File: src/pkg/sbd_pkg.sv
// Function
// - unimplemented locations read zero, ignore writes
// - mirrored registers decode identically in every bank
// - upper counter bits only via holding latch
// - indirect port accesses memory at pointer address
// - reset encoding: x undefined, u kept, q cause
// - power-up values for pointer, timer0 and port b only on power-up or brown-out
package sbd_pkg;
   localparam logic [8:0] ADR_INDIRECT = 9'h100;
   localparam logic [8:0] ADR_TIMER0 = 9'h101;
   localparam logic [8:0] ADR_PC_LOW = 9'h102;
   localparam logic [8:0] ADR_STATUS = 9'h103;
   localparam logic [8:0] ADR_POINTER = 9'h104;
   localparam logic [8:0] ADR_PORT_B = 9'h106;
   localparam logic [8:0] ADR_PCHLATCH = 9'h10A;
   localparam logic [8:0] ADR_INTCTL = 9'h10B;
   localparam logic [8:0] ADR_INDIRECT3 = 9'h180;
   // unimplemented bank-two locations, all read as zero
   localparam int GAP_N = 8;
   localparam logic [8:0] GAP_ADR [GAP_N] = '{9'h105, 9'h107, 9'h108, 9'h109,
      9'h10C, 9'h10D, 9'h10E, 9'h10F};
   // low seven address bits select the location; mirrored ones ignore bank
   localparam logic [6:0] LOC_INDIRECT = 7'h00;
   localparam logic [6:0] LOC_PC_LOW = 7'h02;
   localparam logic [6:0] LOC_STATUS = 7'h03;
   localparam logic [6:0] LOC_POINTER = 7'h04;
   localparam logic [6:0] LOC_PCHLATCH = 7'h0A;
   localparam logic [6:0] LOC_INTCTL = 7'h0B;
   localparam logic [1:0] BANK2 = 2'h2;
   // power-up values (x bits taken as zero)
   localparam logic [7:0] POR_PC_LOW = 8'h00;
   localparam logic [7:0] POR_STATUS = 8'h18;
   localparam logic [7:0] POR_POINTER = 8'h00;
   localparam logic [7:0] POR_INTCTL = 8'h00;
   localparam logic [4:0] POR_PCHLATCH = 5'h00;
   localparam logic [7:0] POR_TIMER0 = 8'h00;
   localparam logic [7:0] POR_PORT_B = 8'h00;
   // other-reset: status keeps low three bits, q bits from cause inputs
   localparam logic [7:0] STATUS_KEEP_MASK = 8'h07;
   localparam int STATUS_TO_BIT = 4;
   localparam int STATUS_PD_BIT = 3;
   localparam int INTCTL_KEEP_BIT = 0;
   typedef enum logic [1:0] {
      RST_NONE = 2'b00,
      RST_POWER = 2'b01,
      RST_OTHER = 2'b10
   } sbd_rst_type;
endpackage

File: src/hw/sbd_bank.sv
// Design decision made here: the address-and-strobe port.
`timescale 1ns/1ns
module sbd_bank
   import sbd_pkg::*;
#(
   // sizes; the decode tables are fixed to the documented widths
   parameter int DATA_W = 8,
   parameter int ADDR_W = 9,
   parameter int PCH_W = 5
)
(
   // clock and reset
   input wire logic REF_CLK,
   input wire logic SYS_RST,
   // reset cause: power-up/brown-out vs pin/watchdog
   input wire logic POWER_RESET,
   input wire logic TIMEOUT_FLAG,
   input wire logic POWERDOWN_FLAG,
   // register port
   input wire logic [ADDR_W-1:0] ADDR,
   input wire logic [DATA_W-1:0] WDATA,
   input wire logic WR_STB,
   input wire logic RD_STB,
   output logic [DATA_W-1:0] RDATA,
   // indirect data memory port
   output logic [ADDR_W-1:0] MEM_ADDR,
   output logic [DATA_W-1:0] MEM_WDATA,
   output logic MEM_WR,
   input wire logic [DATA_W-1:0] MEM_RDATA,
   // port b pins
   input wire logic [DATA_W-1:0] PORT_B_PINS,
   output logic [DATA_W-1:0] PORT_B_LATCH,
   // program counter
   input wire logic PC_LOAD,
   output logic [PCH_W+DATA_W-1:0] PC_VALUE
);
   ////////////////////////////////////////////////////////////////////////////
   // elaboration checks: package addresses and masks assume these sizes
   generate
      if (DATA_W != 8) begin : g_bad_data
         $error("data width must be 8");
      end
      if (ADDR_W != 9) begin : g_bad_addr
         $error("address width must be 9");
      end
      if (PCH_W != 5) begin : g_bad_pch
         $error("upper counter width must be 5");
      end
   endgenerate

   ////////////////////////////////////////////////////////////////////////////
   // all state in one word; rdata is the registered read answer
   typedef struct packed {
      logic [DATA_W-1:0] timer0_count;
      logic [DATA_W-1:0] pc_low;
      logic [PCH_W-1:0] pc_high;
      logic [DATA_W-1:0] status;
      logic [DATA_W-1:0] pointer;
      logic [DATA_W-1:0] port_b_latch;
      logic [PCH_W-1:0] pch_latch;
      logic [DATA_W-1:0] intctl;
      logic [DATA_W-1:0] rdata;
   } sbd_state_type;

   sbd_state_type st_r;
   sbd_state_type st_nxt;
   sbd_rst_type rst_cause;

   ////////////////////////////////////////////////////////////////////////////
   // decodes mirrored location regardless of bank
   function automatic logic hit_loc(input logic [8:0] a, input logic [6:0] loc);
      return a[6:0] == loc;
   endfunction

   // bank-two-only location: timer and port b are not mirrored
   function automatic logic hit_b2(input logic [8:0] a, input logic [8:0] full);
      return a == full;
   endfunction

   ////////////////////////////////////////////////////////////////////////////
   // address decode, shared by the write and the read path
   logic ind_hit;
   logic pc_low_hit;
   logic status_hit;
   logic pointer_hit;
   logic pch_hit;
   logic intctl_hit;
   logic timer_hit;
   logic port_b_hit;
   assign ind_hit = hit_loc(ADDR, LOC_INDIRECT);
   assign pc_low_hit = hit_loc(ADDR, LOC_PC_LOW);
   assign status_hit = hit_loc(ADDR, LOC_STATUS);
   assign pointer_hit = hit_loc(ADDR, LOC_POINTER);
   assign pch_hit = hit_loc(ADDR, LOC_PCHLATCH);
   assign intctl_hit = hit_loc(ADDR, LOC_INTCTL);
   assign timer_hit = hit_b2(ADDR, ADR_TIMER0);
   assign port_b_hit = hit_b2(ADDR, ADR_PORT_B);

   ////////////////////////////////////////////////////////////////////////////
   // reset cause: pin and watchdog share the other-reset column
   always_comb begin
      rst_cause = RST_NONE;
      if (SYS_RST) begin
         if (POWER_RESET) begin
            rst_cause = RST_POWER;
         end else begin
            rst_cause = RST_OTHER;
         end
      end
   end

   ////////////////////////////////////////////////////////////////////////////
   // indirect memory port: pointer drives address, no physical register
   assign MEM_ADDR = {{(ADDR_W-DATA_W){1'b0}}, st_r.pointer};
   assign MEM_WDATA = WDATA;
   assign MEM_WR = WR_STB && ind_hit;
   // outputs straight from the state word
   assign RDATA = st_r.rdata;
   assign PORT_B_LATCH = st_r.port_b_latch;
   assign PC_VALUE = {st_r.pc_high, st_r.pc_low};

   ////////////////////////////////////////////////////////////////////////////
   // next state: writes, read mux, reset columns
   always_comb begin
      st_nxt = st_r;
      st_nxt.rdata = 8'h00;
      // a counter load copies the latch into the upper bits
      if (PC_LOAD) begin
         st_nxt.pc_high = st_r.pch_latch;
      end
      if (WR_STB) begin
         if (pc_low_hit) begin
            st_nxt.pc_low = WDATA;
            st_nxt.pc_high = st_r.pch_latch;
         end
         // to and pd bits are not writable
         if (status_hit) begin
            st_nxt.status = {WDATA[7:5], st_r.status[4:3], WDATA[2:0]};
         end
         if (pointer_hit) begin
            st_nxt.pointer = WDATA;
         end
         if (pch_hit) begin
            st_nxt.pch_latch = WDATA[4:0];
         end
         if (intctl_hit) begin
            st_nxt.intctl = WDATA;
         end
         if (timer_hit) begin
            st_nxt.timer0_count = WDATA;
         end
         if (port_b_hit) begin
            st_nxt.port_b_latch = WDATA;
         end
         // any other address falls through: write ignored
      end
      // reads: indirect data is taken from memory in the strobe cycle
      if (RD_STB) begin
         if (ind_hit) begin
            st_nxt.rdata = MEM_RDATA;
         end else if (pc_low_hit) begin
            st_nxt.rdata = st_r.pc_low;
         end else if (status_hit) begin
            st_nxt.rdata = st_r.status;
         end else if (pointer_hit) begin
            st_nxt.rdata = st_r.pointer;
         end else if (pch_hit) begin
            st_nxt.rdata = {3'h0, st_r.pch_latch};
         end else if (intctl_hit) begin
            st_nxt.rdata = st_r.intctl;
         end else if (timer_hit) begin
            st_nxt.rdata = st_r.timer0_count;
         end else if (port_b_hit) begin
            st_nxt.rdata = PORT_B_PINS;
         end
      end
      // reset columns; x bits cleared, u bits kept
      case (rst_cause)
         RST_POWER: begin
            st_nxt.rdata = 8'h00;
            st_nxt.pc_low = POR_PC_LOW;
            st_nxt.pc_high = 5'h00;
            st_nxt.pch_latch = POR_PCHLATCH;
            st_nxt.status = POR_STATUS;
            st_nxt.pointer = POR_POINTER;
            st_nxt.intctl = POR_INTCTL;
            st_nxt.timer0_count = POR_TIMER0;
            st_nxt.port_b_latch = POR_PORT_B;
         end
         RST_OTHER: begin
            st_nxt.rdata = 8'h00;
            st_nxt.pc_low = POR_PC_LOW;
            st_nxt.pc_high = 5'h00;
            st_nxt.pch_latch = POR_PCHLATCH;
            st_nxt.status = st_r.status & STATUS_KEEP_MASK;
            st_nxt.status[STATUS_TO_BIT] = TIMEOUT_FLAG;
            st_nxt.status[STATUS_PD_BIT] = POWERDOWN_FLAG;
            st_nxt.intctl = {7'h00, st_r.intctl[INTCTL_KEEP_BIT]};
         end
         RST_NONE: begin
            // no reset: the writes and reads above stand
            st_nxt.rdata = st_nxt.rdata;
         end
         default: begin
            st_nxt = st_r;
         end
      endcase
   end

   ////////////////////////////////////////////////////////////////////////////
   // single state register; reset is folded into the next-state logic
   always_ff @(posedge REF_CLK) begin
      st_r <= st_nxt;
   end

   ////////////////////////////////////////////////////////////////////////////
   // checks
   // first gap of the bank reads zero
   AST_GAP_ZERO: assert property (@(posedge REF_CLK) disable iff (SYS_RST)
      RD_STB && ADDR == 9'h105 |=> RDATA == 8'h00)
      else $error("gap location read nonzero");

   // last gap of the bank never reaches the port latch
   AST_GAP_NOWRITE: assert property (@(posedge REF_CLK) disable iff (SYS_RST)
      WR_STB && ADDR[6:0] == 7'h0F && ADDR[8:7] == BANK2 |=> $stable(PORT_B_LATCH))
      else $error("gap write changed state");

   // pointer written through any bank steers the memory address
   AST_MIRROR_PTR: assert property (@(posedge REF_CLK) disable iff (SYS_RST)
      WR_STB && pointer_hit |=> MEM_ADDR[7:0] == $past(WDATA))
      else $error("pointer mirror failed");

   // latch reaches the upper counter bits on a load
   AST_PC_LOAD: assert property (@(posedge REF_CLK) disable iff (SYS_RST)
      WR_STB && pch_hit ##1 PC_LOAD && !WR_STB
      |=> PC_VALUE[12:8] == $past(WDATA[4:0], 2))
      else $error("latch not copied to pc");

   // a write to the low byte pulls the latch along with it
   AST_PC_LOW_WR: assert property (@(posedge REF_CLK) disable iff (SYS_RST)
      WR_STB && pc_low_hit |=> PC_VALUE == {$past(st_r.pch_latch), $past(WDATA)})
      else $error("low byte write lost latch");

   // indirect writes go only to memory, at the pointer
   AST_IND_WR: assert property (@(posedge REF_CLK) disable iff (SYS_RST)
      MEM_WR |-> MEM_ADDR == {1'b0, st_r.pointer} && ind_hit)
      else $error("indirect write misdirected");

   // indirect reads hand back the memory word
   AST_IND_RD: assert property (@(posedge REF_CLK) disable iff (SYS_RST)
      RD_STB && ind_hit |=> RDATA == $past(MEM_RDATA))
      else $error("indirect read wrong");

   // other reset keeps the undefined-at-power-up enable bit
   AST_OTHER_RST: assert property (@(posedge REF_CLK)
      SYS_RST && !POWER_RESET |=> RDATA == 8'h00 && st_r.intctl[0] == $past(st_r.intctl[0]))
      else $error("kept bit lost on reset");

   // power-up column for status
   AST_POR_STATUS: assert property (@(posedge REF_CLK)
      SYS_RST && POWER_RESET |=> st_r.status == POR_STATUS)
      else $error("power-up status wrong");

   // power-up column for interrupt control, x bit taken as zero
   AST_POR_INTCTL: assert property (@(posedge REF_CLK)
      SYS_RST && POWER_RESET |=> st_r.intctl == POR_INTCTL)
      else $error("power-up interrupt control wrong");

   // port reads show pins, not the latch
   AST_PORT_B: assert property (@(posedge REF_CLK) disable iff (SYS_RST)
      RD_STB && port_b_hit |=> RDATA == $past(PORT_B_PINS))
      else $error("port read not pins");

   // port writes land in the latch
   AST_PORT_B_WR: assert property (@(posedge REF_CLK) disable iff (SYS_RST)
      WR_STB && port_b_hit |=> PORT_B_LATCH == $past(WDATA))
      else $error("port write missed latch");

   // to and pd survive a status write
   AST_STATUS_RO: assert property (@(posedge REF_CLK) disable iff (SYS_RST)
      WR_STB && status_hit |=> st_r.status[4:3] == $past(st_r.status[4:3]))
      else $error("status reset bits written");

   // per-gap checks over every unimplemented bank-two location
   for (genvar g = 0; g < GAP_N; g++) begin : g_gap
      AST_GAP_RD: assert property (@(posedge REF_CLK) disable iff (SYS_RST)
         RD_STB && ADDR == GAP_ADR[g] |=> RDATA == 8'h00)
         else $error("gap read nonzero");
      AST_GAP_WR: assert property (@(posedge REF_CLK) disable iff (SYS_RST)
         WR_STB && ADDR == GAP_ADR[g] && !PC_LOAD
         |=> $stable(st_r.pointer) && $stable(st_r.status) && $stable(st_r.intctl)
            && $stable(st_r.timer0_count) && $stable(st_r.port_b_latch)
            && $stable(st_r.pch_latch) && $stable(PC_VALUE))
         else $error("gap write changed a register");
   end

   // main scenarios
   COV_IND_WR: cover property (@(posedge REF_CLK) MEM_WR);
   COV_PC_LOAD: cover property (@(posedge REF_CLK) PC_LOAD && st_r.pch_latch != 5'h00);
   COV_OTHER_RST: cover property (@(posedge REF_CLK) SYS_RST && !POWER_RESET);
   COV_POWER_RST: cover property (@(posedge REF_CLK) SYS_RST && POWER_RESET);
   COV_PORT_B_RD: cover property (@(posedge REF_CLK) RD_STB && port_b_hit);
endmodule

File: config.mk
export PLATFORM = sky130hd
export DESIGN_NAME = sbd_bank
export DESIGN_NICKNAME = d
export VERILOG_FILES = /design/src/pkg/sbd_pkg.sv /design/src/hw/sbd_bank.sv
export SDC_FILE = /design/constraint.sdc
export NUM_CORES = 1
export LEC_CHECK = 0
export BUFFER_PORTS_ARGS = -buffer_cell sky130_fd_sc_hd__buf_2
export CORE_UTILIZATION = 35
export CTS_CLUSTER_SIZE = 10
export DETAILED_ROUTE_END_ITERATION = 7
export GPL_TIMING_DRIVEN = 0
export PLACE_DENSITY = 0.54
export SYNTH_ARGS = -nofsm -noshare
export SYNTH_HDL_FRONTEND = slang
export SYNTH_SLANG_ARGS = --single-unit
File: constraint.sdc
create_clock -name REF_CLK -period 3.95 [get_ports REF_CLK]
set_input_delay 0.5925 -clock REF_CLK [delete_from_list [all_inputs] [get_ports REF_CLK]]
set_output_delay 0.5925 -clock REF_CLK [all_outputs]
set_load 0.03 [all_outputs]
Yosys cells after proc, flatten, opt, wreduce, memory -nomap -nowiden
Cells that the tools add are included.
{"block": "totals", "regBits": 66, "in_bits": 41, "out_inout_bits": 47, "elab_cells": 77}
{"block": "op_classes", "eq_ne": 18, "n_mux": 25, "bitwise_logic": 2, "reduce_logical": 20}
{"cell": "8-bit 2-to-1 mux", "count": 14}
{"cell": "21-bit one-hot mux with 3 select lines", "count": 1}
{"cell": "58-bit 2-to-1 mux", "count": 1}
{"cell": "13-bit one-hot mux with 3 select lines", "count": 1}
{"cell": "16-bit one-hot mux with 2 select lines", "count": 1}
{"cell": "8-bit one-hot mux with 2 select lines", "count": 2}
{"cell": "3-bit AND reduction", "count": 7}
{"cell": "9-bit == test, second input constant", "count": 2}
{"cell": "7-bit by 2-bit == test with 1-bit output, second input constant", "count": 2}
{"cell": "7-bit by 4-bit == test with 1-bit output, second input constant", "count": 2}
{"cell": "13-bit 2-to-1 mux", "count": 1}
{"cell": "5-bit 2-to-1 mux", "count": 2}
{"cell": "2-bit inequality test, second input constant", "count": 5}
{"cell": "2-bit by 1-bit inequality test with 1-bit output, second input constant", "count": 4}
{"cell": "4-bit AND reduction", "count": 2}
{"cell": "2-bit nonzero test", "count": 4}
{"cell": "7-bit by 3-bit == test with 1-bit output, second input constant", "count": 1}
{"cell": "7-bit zero test", "count": 1}
{"cell": "2-bit 2-to-1 mux", "count": 2}
{"cell": "2-bit OR reduction", "count": 2}
{"cell": "3-bit nonzero test", "count": 1}
{"cell": "2-bit by 1-bit == test with 1-bit output, second input constant", "count": 1}
{"cell": "2-bit == test, second input constant", "count": 1}
{"cell": "2-bit zero test", "count": 1}
{"cell": "3 further kinds", "count": 4}

Logic depth before layout (Yosys ltp)
{"block": "logic_depth", "depth_word": 11, "depth_mapped": 8}

Worst setup path before layout
OpenSTA, ideal clock, no wires.
{"block": "synth_timing", "path_type": "in2out", "startpoint": "input ADDR[5]", "endpoint": "output MEM_WR", "arrival_time_ns": 1.721, "t_required_ns": 3.357, "slack_ns": 1.637, "cell_stages": 4, "n_path_buf": 1, "cell_sequence": "nor3_4 -> buf_2 -> nand3_1 -> nor2_1"}
{"block": "synth_between", "elab_chain_len": 2}
{"item": "from (decl)", "line_no": "sbd_bank.sv:20", "source": "input wire logic [ADDR_W-1:0] ADDR,"}
{"item": "7-bit zero test", "line_no": "sbd_bank.sv:72", "source": "return a[6:0] == loc;"}
{"item": "1-bit logical AND", "line_no": "sbd_bank.sv:116", "source": "assign MEM_WR = WR_STB && ind_hit;"}
{"item": "to (decl)", "line_no": "sbd_bank.sv:28", "source": "output logic MEM_WR,"}
No other way between the ends.

Worst setup path in the final report
Same ends and word-level chain as after synthesis.

==> results.yml <==
clock_network:
  htree_levels: 3
  cts_buffers: 9
  clockBufferDepth: 2
  cts_hold_buf: 0
  cts_tree: "yes"
  cts-root-buf: "clkbuf_8"
  cts.clk_slew.worst_paths_ps: 80
  clk_latency_ps: 350
  cts_resized: 0
  cts_sinks: 66
  post-cts-setup-buffers: 0
run:
  maxCapViolCount: 0
setup_path:
  critical_path_buf_inv_count: 3
  r2r_slack_ps: 2250
  r2r_cells: 4
  cp-end-kind: "output port"
  cp-start-kind: "primary input"
  crit_family: "simple AND/OR/NAND/NOR gates"
  required_ps: 3360
  cp_max_fo: 10
  cpMostUsedCell: "buf_2"
  worstReg2RegEnd: "RDATA[0]$_SDFFCE_PN0P_"
  critPathSlowestCell: "nor3_4"
  max_stage_delay_ps: 420
  crit_arrival_ps: 2200
  criticalPathCategory: "in -> out"
  path_cells: "buf_2 -> nor3_4 -> buf_2 -> nand3_1 -> nor2_1 -> buf_2"
  r2r-start: "st_r[8]$_DFFE_PP_"
timing:
  hold_ws_ps: 520.3
  fmax_ghz: 0.3586
  finalWorstSetupSlack_ps: 1161
  setup_viol: 0
  tightest_slew_ps: 805.7
  setup_tns_ps: 0
  maxSlewViolCount: 0
  min_period_ps: 2789
  slew_headroom_pct: 46.29
  rsz0062_at_grt: "no"
  hold_viol: 0
  fin_crit_sh_pct: 70.61
  skew_ps: 14.38
global_route:
  grt_pass1_vias: 2675
  antenna_found_initial: 0
  grt_max_degree: 13
  track_usage_pct: 19.04
  grt_pass1_wl_mm: 15.53
  grt.overflow.total: 0
route:
  dr.pass1.iters: 5
  vias: 2992
  routedLengthMet1_mm: 5.020
  viasPerCell: 5.277
  highest_layer: "met4"
  antenna_left: 0
  drt_iter0_drc: 218
  met3WireLength_um: 752
  avgRoutedWirePerCell_um: 18.82
  wl_met2_mm: 4.678
  drc: 0
  routed_wl_mm: 10.67
power:
  clockPowerShare_pct: 32.3
  leakage_nw: 1.837
  p_comb_share_pct: 17.6
  p_seq_share_pct: 50.0
  p_per_area_mw_per_mm2: 378.5
  p_int_mw: 1.239
  ir_drop_v: 0.0002080
  swShare_pct: 28.53
  p_sw_mw: 0.4947
synth:
  synth.avg_cell_area_um2: 11.50
  synth_compound_area_share_pct: 12.43
  yosysWarnings: 0
  synthAdderAreaFrac_pct: 0.9891
  synthTopCellsByCount: "66 x edfxtp_1, 47 x buf_4, 18 x and3_1"
  yosysSeqAreaShare_pct: 52.23
  ys_ff_latch: 66
  synth_top_family_by_area: "simple AND/OR/NAND/NOR gates"
  synth_area_mm2: 0.003795
  async_flop_share_pct: 0
  synthesis.nets: 374
  ys.flop_type: "edfxtp_1"
  synth.most_common_cell: "edfxtp_1"
  synth_simple_gate_area_share_pct: 18.69
  ys_top_cells_by_area: "edfxtp_1 52%, buf_4 9.3%, and3_1 3.0%"
  synth_xor_area_share_pct: 0
  synth_cell_types: 60
  synth_edf_count: 66
  synth_top_area_share_pct: 52.23
  netlist_instances: 330
  muxShareOfSynthArea_pct: 2.704
  synth_area_leader_cell: "edfxtp_1"
cells_and_area:
  antennaDiodeCount: 0
  final_util_pct: 43.99
  final_cells: 567
  area_delta_synth_final_pct: 20.74
  drive_gt1_share_pct: 40.37
  nNetsFinal: 470
floorplanning:
  dieHeight_um: 106.1
  initial_core_util_pct: 36.43
  die_w_um: 106.1
  core.rowCount: 37
  pin_count: 88
  design.core.area_mm2: 0.01042
  die_area_mm2: 0.01126
worst_hold_path:
  hp-class: "in -> reg"
  hold_depth: 3
  hold_start: "TIMEOUT_FLAG"
  worst_hold_path.endpoint: "st_r[41]$_DFFE_PP_"
place:
  place_congestion: 0.8767
  pre_cts_ws_ps: 1038
  portBuffers: 85
  hpwlAfterDp_mm: 8.308
  placed_cells: 551
outcome:
  status: "finished, final reports clean"
[area by class of cell]
cell class	instances	area, um2
Fill cell	1012	5834
Sequential cell	66	1982
Multi-Input combinational cell	187	1325
Buffer	68	454.2
Timing Repair Buffer	85	425.4
Tap cell	136	170.2
Clock buffer	9	123.9
Clock inverter	7	67.56
Inverter	9	33.78
[cell usage in the layout (no fill, tap or decap), types with 3 or more instances in the layout]
cell      count
clkbuf_8      9
o211ai_1      5
nand3_1       3
nor2b_1       4
nand3b_1      4
buf_4        47
nand2_1      13
edfxtp_1     66
a32o_1        4
nand2b_1      4
a211oi_1      3
a21oi_1      11
a22oi_1       3
nor2_1       14
or4bb_1       3
ha_1          3
mux2i_1       8
a31oi_1       7
and4_1        3
nand4_1      16
buf_2        96
o21ai_0      11
inv_1         9
and2_1        9
and3_1       18
clkbuf_1      7
[how the worst max path moves through the flow]
| stage | start | end | slack [ps] | depth (start not counted) |
|---|---|---|---|---|
| finish | ADDR[5] | MEM_WR | 1160 | 6 |
| global route | ADDR[5] | MEM_WR | 1130 | 6 |
| CTS | ADDR[5] | MEM_WR | 1180 | 6 |
| detailed placement | POWER_RESET | PORT_B_LATCH[4]$_SDFFCE_PP0P_ | 1040 | 7 |
| global placement | SYS_RST | PORT_B_LATCH[7]$_SDFFCE_PP0P_ | 1070 | 7 |
| floorplan | ADDR[5] | MEM_WR | 1640 | 4 |
[metal layers]
| metal | up-vias | GRT usage [%] |
|---|---|---|
| met4 | 0 | 6.151 |
| met2 | 154 | 28.48 |
| met5 | - | 0 |
| met1 | 1417 | 27.16 |
| met3 | 14 | 4.353 |
| li1 | 1407 | - |
[flip-flops by register name, summed over array words and instances (netlist names)]
signal	flops
PORT_B_LATCH	8
RDATA	8
PC_VALUE	13
st_r	29
MEM_ADDR	8
[cell families (layout without fill, tap and decap cells)]
group / count (synthesis) / after routing
DFF: 66 / 66
muxes: 10 / 10
and+or+nand+nor: 109 / 109
AOI/OAI and AO/OA: 64 / 64
other: 1 / 1
buffers and inverters: 77 / 178
adders and majority gates: 3 / 3
[power by group through the flow]
stage,clock network (mW),registers (mW),logic [mW]
after floorplan,0,0.864,0.210
after global placement,0,0.883,0.302
after detailed placement,0,0.883,0.303
after CTS,0.563,0.868,0.305
after global routing,0.591,0.872,0.324
final,0.561,0.868,0.305
[through the flow]
stage	instance area, um2	power, mW
6_report	4582	1.734
5_1_grt	4582	1.787
4_1_cts	4582	1.735
3_5_place_dp	4390	1.186
3_3_place_gp	4390	1.185
2_1_floorplan	3795	1.075
[worst register-to-register path: stages (launching register included)]
cell      delay (ps)
edfxtp_1         410
or4bb_1          500
a31oi_2          200
a311oi_1          60
a221o_1          260
Power figures use the tool's default switching activity.
